**src/core/phy_irq_cfg.svh**
```systemverilog
`ifndef PHY_IRQ_CFG_SVH
`define PHY_IRQ_CFG_SVH

// register numbers on the management interface
`define REG_BASIC_STATUS 5'h01
`define REG_AN_EXPANSION 5'h06
`define REG_MODE_CTRL 5'h11
`define REG_IRQ_FLAGS 5'h1D
`define REG_IRQ_MASK 5'h1E

// field positions
`define MODE_ALT_BIT 6
`define MODE_ENERGY_BIT 1
`define SRC_WAKE 8
`define SRC_ENERGY 7
`define SRC_AN_DONE 6
`define SRC_RFAULT 5
`define SRC_LINK_DOWN 4
`define SRC_LP_ACK 3
`define SRC_PDF 2
`define SRC_PAGE 1

// field groups
`define FLAG_BITS 16'h01FE
`define LINK_CLR_BITS 16'h0030
`define AN_CLR_BITS 16'h0006
`define FALL_CLR_BITS 16'h01EE

// reset values
`define FLAGS_RST 16'h0080
`define MASK_RST 16'h0000
`define COND_RST 16'h0090

// timing
`define CLK_PERIOD_NS 10
`define ED_DELAY_MS 1000
`define ED_PULSE_MS 256
`define ED_DELAY_CYC (`ED_DELAY_MS * 1000000 / `CLK_PERIOD_NS)
`define ED_PULSE_CYC (`ED_PULSE_MS * 1000000 / `CLK_PERIOD_NS)

`endif

```
**src/core/phy_irq_pkg.sv**
```systemverilog
package phy_irq_pkg;

   typedef struct packed {
      logic wr;
      logic rd;
      logic [4:0] addr;
      logic [15:0] wdata;
   } reg_acc_t;

   typedef struct packed {
      logic [3:0] wake;
      logic energy_detect;
      logic an_done;
      logic rfault;
      logic link_up;
      logic lp_ack;
      logic pdf;
      logic page;
      logic an_restart;
   } phy_status_t;

   typedef enum logic [1:0] {
      ED_IDLE,
      ED_ARMED,
      ED_WAIT,
      ED_PULSE
   } ed_state_t;

   typedef struct packed {
      logic [15:0] flags;
      logic [15:0] mask;
      logic alt;
      logic [15:0] prev;
      ed_state_t ed;
      logic [27:0] cnt;
      logic [15:0] rd_data;
      logic irq_n;
   } irq_state_t;

endpackage : phy_irq_pkg

```
**src/core/phy_interrupt_manager.sv**
```systemverilog
`timescale 1ns/1ps
`include "phy_irq_cfg.svh"
// What this block does
// - after reset the block runs in primary mode, alternate select zero.
// - primary mode: enabled sources assert on an event, drop on its end; link down waits for a read.
// - mask and flag bits 8..1: wake energy an rfault linkdn ack pdf page.
// - wake sets on a rise of its or, clears when all low or on a flags read.
// - rfault follows its bit, link down sets on loss; both clear on reads.
// - pdf and page clear on fall, reg 6 or flags read, restart or link loss.
// - energy flag freed while high arms a 256 ms pulse 1 s after the fall.
// - the energy flag reads one at power-up and clears once energy drops.
// - a one written to the alternate select bit enters alternate mode.
// - alternate mode: clearing a mask bit releases that source's interrupt.
// - alt mode: writing one to a flag rechecks it; it clears only if quiet.
// - quiet means status low; link down needs link up, wake all four low.
// - the interrupt output is active low while an enabled event is pending.
module phy_interrupt_manager #(
   parameter int ED_DELAY_CYC = `ED_DELAY_CYC,
   parameter int ED_PULSE_CYC = `ED_PULSE_CYC
) (
   input wire logic clk_sys_i,
   input wire logic sys_rst_i,
   input wire phy_irq_pkg::reg_acc_t reg_acc_i,
   input wire phy_irq_pkg::phy_status_t status_i,
   output logic [15:0] rd_data_o,
   output logic irq_out_n_o,
   output logic alt_irq_select_o
);

   phy_irq_pkg::irq_state_t st_r;
   phy_irq_pkg::irq_state_t st_nxt;
   logic [15:0] cond;
   logic [15:0] rise;
   logic [15:0] fall;
   logic [15:0] clr;
   logic rd_flags;
   logic wr_flags;

   // active-high view of each source; link down is the inverse of link up
   function automatic logic [15:0] cond_f(input phy_irq_pkg::phy_status_t s);
      logic [15:0] c;
      c = 16'h0000;
      c[`SRC_WAKE] = |s.wake;
      c[`SRC_ENERGY] = s.energy_detect;
      c[`SRC_AN_DONE] = s.an_done;
      c[`SRC_RFAULT] = s.rfault;
      c[`SRC_LINK_DOWN] = ~s.link_up;
      c[`SRC_LP_ACK] = s.lp_ack;
      c[`SRC_PDF] = s.pdf;
      c[`SRC_PAGE] = s.page;
      return c;
   endfunction : cond_f

   function automatic logic hit_f(input phy_irq_pkg::reg_acc_t a,
                                  input logic [4:0] addr);
      return a.addr == addr;
   endfunction : hit_f

   always_comb begin
      st_nxt = st_r;
      cond = cond_f(status_i);
      rise = cond & ~st_r.prev;
      fall = ~cond & st_r.prev;
      rd_flags = reg_acc_i.rd && hit_f(reg_acc_i, `REG_IRQ_FLAGS);
      wr_flags = reg_acc_i.wr && hit_f(reg_acc_i, `REG_IRQ_FLAGS);
      clr = 16'h0000;
      st_nxt.prev = cond;
      if (!st_r.alt) begin
         clr = fall & `FALL_CLR_BITS;
         if (rd_flags) begin
            clr = clr | `FLAG_BITS;
         end
         if (reg_acc_i.rd && hit_f(reg_acc_i, `REG_BASIC_STATUS)) begin
            clr = clr | `LINK_CLR_BITS;
         end
         if ((reg_acc_i.rd && hit_f(reg_acc_i, `REG_AN_EXPANSION)) ||
             status_i.an_restart || rise[`SRC_LINK_DOWN]) begin
            clr = clr | `AN_CLR_BITS;
         end
      end else if (wr_flags) begin
         // recheck: a flag only drops while its source is quiet
         clr = reg_acc_i.wdata & ~cond & `FLAG_BITS;
      end
      // a new event in the clearing cycle keeps the flag set
      st_nxt.flags = ((st_r.flags & ~clr) | rise) & `FLAG_BITS;
      if (reg_acc_i.wr && hit_f(reg_acc_i, `REG_IRQ_MASK)) begin
         st_nxt.mask = reg_acc_i.wdata & `FLAG_BITS;
      end
      if (reg_acc_i.wr && hit_f(reg_acc_i, `REG_MODE_CTRL)) begin
         st_nxt.alt = reg_acc_i.wdata[`MODE_ALT_BIT];
      end
      if (reg_acc_i.rd) begin
         case (reg_acc_i.addr)
            `REG_IRQ_FLAGS: st_nxt.rd_data = st_r.flags;
            `REG_IRQ_MASK: st_nxt.rd_data = st_r.mask;
            `REG_MODE_CTRL: begin
               st_nxt.rd_data = 16'h0000;
               st_nxt.rd_data[`MODE_ALT_BIT] = st_r.alt;
               st_nxt.rd_data[`MODE_ENERGY_BIT] = status_i.energy_detect;
            end
            default: st_nxt.rd_data = 16'h0000;
         endcase
      end
      // late energy pulse; the delay timer only runs while the mask stays set
      case (st_r.ed)
         phy_irq_pkg::ED_IDLE: begin
            if (!st_r.alt && st_r.mask[`SRC_ENERGY] && cond[`SRC_ENERGY] &&
                st_r.flags[`SRC_ENERGY] && !st_nxt.flags[`SRC_ENERGY]) begin
               st_nxt.ed = phy_irq_pkg::ED_ARMED;
            end
         end
         phy_irq_pkg::ED_ARMED: begin
            if (!st_r.mask[`SRC_ENERGY]) begin
               st_nxt.ed = phy_irq_pkg::ED_IDLE;
            end else if (fall[`SRC_ENERGY]) begin
               st_nxt.ed = phy_irq_pkg::ED_WAIT;
               st_nxt.cnt = 28'h0000000;
            end
         end
         phy_irq_pkg::ED_WAIT: begin
            st_nxt.cnt = st_r.cnt + 28'h0000001;
            if (!st_r.mask[`SRC_ENERGY]) begin
               st_nxt.ed = phy_irq_pkg::ED_IDLE;
            end else if (st_r.cnt == 28'(ED_DELAY_CYC - 1)) begin
               st_nxt.ed = phy_irq_pkg::ED_PULSE;
               st_nxt.cnt = 28'h0000000;
            end
         end
         phy_irq_pkg::ED_PULSE: begin
            st_nxt.cnt = st_r.cnt + 28'h0000001;
            if (st_r.cnt == 28'(ED_PULSE_CYC - 1)) begin
               st_nxt.ed = phy_irq_pkg::ED_IDLE;
            end
         end
         default: st_nxt.ed = phy_irq_pkg::ED_IDLE;
      endcase
      st_nxt.irq_n = ~(|(st_nxt.flags & st_nxt.mask) ||
                       st_nxt.ed == phy_irq_pkg::ED_PULSE);
   end

   always_ff @(posedge clk_sys_i or posedge sys_rst_i) begin
      if (sys_rst_i) begin
         st_r.flags <= `FLAGS_RST;
         st_r.mask <= `MASK_RST;
         st_r.alt <= 1'b0;
         st_r.prev <= `COND_RST;
         st_r.ed <= phy_irq_pkg::ED_IDLE;
         st_r.cnt <= 28'h0000000;
         st_r.rd_data <= 16'h0000;
         st_r.irq_n <= 1'b1;
      end else begin
         st_r <= st_nxt;
      end
   end

   assign rd_data_o = st_r.rd_data;
   assign irq_out_n_o = st_r.irq_n;
   assign alt_irq_select_o = st_r.alt;

   localparam int DLY_LAST = ED_DELAY_CYC - 1;
   localparam int PLS_LAST = ED_PULSE_CYC - 1;

   logic wr_alt_one;
   assign wr_alt_one = reg_acc_i.wr &&
      reg_acc_i.addr == `REG_MODE_CTRL && reg_acc_i.wdata[`MODE_ALT_BIT];
endmodule : phy_interrupt_manager

```
**config.mk**
```make
export PLATFORM = sky130hd
export DESIGN_NAME = phy_interrupt_manager
export DESIGN_NICKNAME = d
export VERILOG_FILES = /design/src/core/phy_irq_pkg.sv /design/src/core/phy_interrupt_manager.sv
export VERILOG_INCLUDE_DIRS = /design/src /design/src/core
export SDC_FILE = /design/constraint.sdc
export NUM_CORES = 1
export LEC_CHECK = 0
export BUFFER_PORTS_ARGS = -buffer_cell sky130_fd_sc_hd__buf_2
export CORE_MARGIN = 2
export CORE_UTILIZATION = 56
export DETAILED_ROUTE_END_ITERATION = 16
export PLACE_DENSITY = 0.85
export SYNTH_ARGS = -nofsm -noshare
export SYNTH_HDL_FRONTEND = slang
export SYNTH_SLANG_ARGS = --single-unit
export TNS_END_PERCENT = 10
```
**constraint.sdc**
```tcl
create_clock -name clk_sys_i -period 2.9 [get_ports clk_sys_i]
set_input_delay 0.58 -clock clk_sys_i [delete_from_list [all_inputs] [get_ports clk_sys_i]]
set_output_delay 0.58 -clock clk_sys_i [all_outputs]
set_load 0.05 [all_outputs]
```
==> flow_summary.json <==
{
  "status": "completed",
  "cts-root-buf": "clkbuf_8",
  "synth_largest_area_cell": "dfrtp_1",
  "grt_util_met2": 0.4017,
  "syn_area_um2": 3337,
  "start_util": 0.5704,
  "drt-vias-per-instance": 5.963,
  "seqCellArea_um2": 1607,
  "arrival_ns": 2.50,
  "peakVddDrop_uv": 345.2,
  "grt_pass1_vias": 2592,
  "cts_setup_buffers": 0,
  "timing.final.ws_setup_ns": 0.6605,
  "grt_use_met3": 0.04778,
  "clkSinkCount": 64,
  "crit_path_max_incr_delay_ns": 0.38,
  "syn-mean-instance-area_um2": 9.844,
  "drt_iter0_markers": 223,
  "regToRegStartpoint": "st_r[17]$_DFFE_PP0P_",
  "hold_buffers": 0,
  "fillers": 500,
  "drtAntennaViolNets": 0,
  "synth_cells": 339,
  "grt-busiest-layer": "met2",
  "grt_use_met1": 0.2894,
  "yosysSeqAreaShare": 0.4814,
  "end_kind": "flop",
  "reg2regPathDepth": 7,
  "dieArea_um2": 6593,
  "overflow": 0,
  "drive_above_1_share": 0.2079,
  "grt_max_degree": 28,
  "cp_cell_sequence": "ha_1 > and4_1 > nand4_1 > o31ai_1 > a21boi_1 > a221o_1 > nor4b_2",
  "tns_ns": 0,
  "async_reset_ff_frac": 1.000,
  "setup_viol": 0,
  "ios": 55,
  "fmax_ghz": 0.4465,
  "ys_ff_latch": 64,
  "hold_slack_ns": 0.2770,
  "worst_ep_required_time_ns": 3.16,
  "pre_cts_ws_ns": 0.4412,
  "wl_mm": 7.016,
  "wl_per_cell_um": 15.42,
  "routed-via-count": 2713,
  "nets": 413,
  "cts_tree": "built",
  "track_usage": 0.2350,
  "netlist_top_cells_area": "dfrtp_1 (45%), nor2_1 (4.9%), xor2_1 (3.7%), buf_4 (3.6%), dfstp_2 (3.1%)",
  "antenna_found_initial": 0,
  "synth-edff-count": 0,
  "synth_cell_type_count": 60,
  "core_area_um2": 5851,
  "hold_violations": 0,
  "fin_util": 0.6358,
  "reg2reg_to": "irq_out_n_o$_DFF_PP1_",
  "insertion_delay_ns": 0.34,
  "leakage_nw": 1.702,
  "fin_crit_sh": 0.7722,
  "place_congestion": 0.8678,
  "cts.path.max_buffers": 2,
  "syn_to_final_growth_pct": 11.47,
  "startpoint_type": "flop",
  "clk_pin_slew_ns": 0.08,
  "die_w_um": 81.20,
  "die_h_um": 81.20,
  "num_rows": 28,
  "route.detailed.drc": 0,
  "min_path_type": "primary input to async pin",
  "h-tree-depth": 3,
  "cts.repair.resized": 0,
  "synthFlopType": "dfrtp_1",
  "critPathSlowestCell": "dfrtp_1",
  "critPathMaxFanout": 4,
  "multi_input_area_um2": 1515,
  "layout_min_cycle_time_ns": 2.239,
  "firstDrtPassIters": 5,
  "drv_cap": 0,
  "slew_headroom": 0.5551,
  "r2r_slack_ns": 0.66,
  "drv_slew": 0,
  "skew_ns": 0.01194,
  "worstMarginPinSlew_ns": 0.6649,
  "synth_top_area_share": 0.4499,
  "crit_type": "flop to flop",
  "pwr_density_cell_nw_per_um2": 564.6,
  "num_antenna_cells": 0,
  "grt_pass1_wl_mm": 11.92,
  "numCtsBuffers": 9,
  "yosysWarnings": 0,
  "rsz0062_at_grt": "no",
  "io_buffers": 38,
  "dp_hpwl_mm": 5.006
}
flip-flops by register name (all words and copies together), names as in the netlist:
signal	cells
st_r	54
rd_data_o	8
alt_irq_select_o	1
irq_out_n_o	1
layout make-up:
type | instances | area share
Clock buffer | 11 | 0.03801
Multi-Input combinational cell | 238 | 0.4073
Timing Repair Buffer | 45 | 0.06525
Tap cell | 75 | 0.02523
Clock inverter | 5 | 0.01514
Sequential cell | 64 | 0.4319
Inverter | 17 | 0.01715
stage by stage:
step / std cells / power, mW / area, um^2
finish: 455 / 2.100 / 3720
global route: 455 / 2.202 / 3720
CTS: 455 / 2.114 / 3720
detailed placement: 439 / 1.352 / 3522
global placement: 439 / 1.339 / 3522
floorplan: 346 / 1.280 / 3363
layout by cell type (no fill, tap or decap), drive strengths merged, types with 3 or more instances in the layout:
| cell type | instances |
|---|---|
| nand2 | 19 |
| nand4 | 6 |
| and4 | 4 |
| nor2 | 44 |
| o22ai | 3 |
| buf | 45 |
| a21oi | 15 |
| and3 | 6 |
| clkinv | 3 |
| nand3b | 3 |
| nor3 | 7 |
| mux2 | 8 |
| a22oi | 10 |
| nand2b | 3 |
| dfrtp | 60 |
| inv | 17 |
| o31ai | 5 |
| xnor2 | 9 |
| dfstp | 4 |
| a22o | 6 |
| clkbuf | 11 |
| a21o | 3 |
| o41ai | 4 |
| conb | 8 |
| xor2 | 14 |
| o21ai | 8 |
| a31oi | 4 |
| nand3 | 15 |
| nor4b | 6 |
cell families (layout without fill, tap and decap cells):
family | Yosys count | count (layout) | synth area share
compound gates | 72 | 72 | 0.1522
xor+xnor | 23 | 23 | 0.06037
fa+ha+maj | 1 | 1 | 0.003749
buf+inv | 44 | 78 | 0.07237
flops | 64 | 64 | 0.4814
mux | 9 | 9 | 0.03000
other cells | 1 | 8 | 0.001124
simple gates | 125 | 125 | 0.1987
where the power goes:
group          switching (mW)  internal (mW)
sequential             0.0520          0.964
combinational           0.203          0.118
clock                   0.344          0.419
synth_stat cells, types with 4 or more instances:
master	number
xnor2_1	9
xor2_1	14
o31ai_1	5
a22o_1	6
nand3_1	15
nand4_1	6
buf_4	16
and4_1	4
dfstp_2	4
a22oi_1	10
and3_1	5
inv_1	17
nor3_1	6
a31oi_1	4
nand2_1	19
nor2_1	44
o41ai_1	4
dfrtp_1	60
nor4b_1	5
o21ai_0	8
a21oi_1	14
buf_2	6
mux2_2	8
critical path, delay by kind of cell (launching register included):
kind	cells	cell delay, ns
AO/OA/AOI/OAI	3	0.79
AND/OR/NAND/NOR	3	0.78
flip-flops	1	0.38
adder cells (fa/ha/maj)	1	0.21
metal layers:
| metal | wire length [um] | vias up |
|---|---|---|
| met2 | 3528 | 113 |
| met5 | 0 | - |
| met3 | 439 | 13 |
| li1 | - | 1277 |
| met1 | 2895 | 1310 |
| met4 | 153 | 0 |
worst max-delay path by stage:
stage                     cells past startpoint  slack [ns]                     to            startpoint
after floorplan                               6        0.58  irq_out_n_o$_DFF_PP1_         reg_acc_i[18]
after global placement                        7        0.44  irq_out_n_o$_DFF_PP1_         reg_acc_i[16]
after detailed placement                      7        0.44  irq_out_n_o$_DFF_PP1_         reg_acc_i[19]
after CTS                                     7        0.70  irq_out_n_o$_DFF_PP1_  st_r[17]$_DFFE_PP0P_
after global routing                          7        0.48  irq_out_n_o$_DFF_PP1_  st_r[17]$_DFFE_PP0P_
final                                         7        0.66  irq_out_n_o$_DFF_PP1_  st_r[17]$_DFFE_PP0P_
Note: power is estimated with default switching activity, not from simulation.
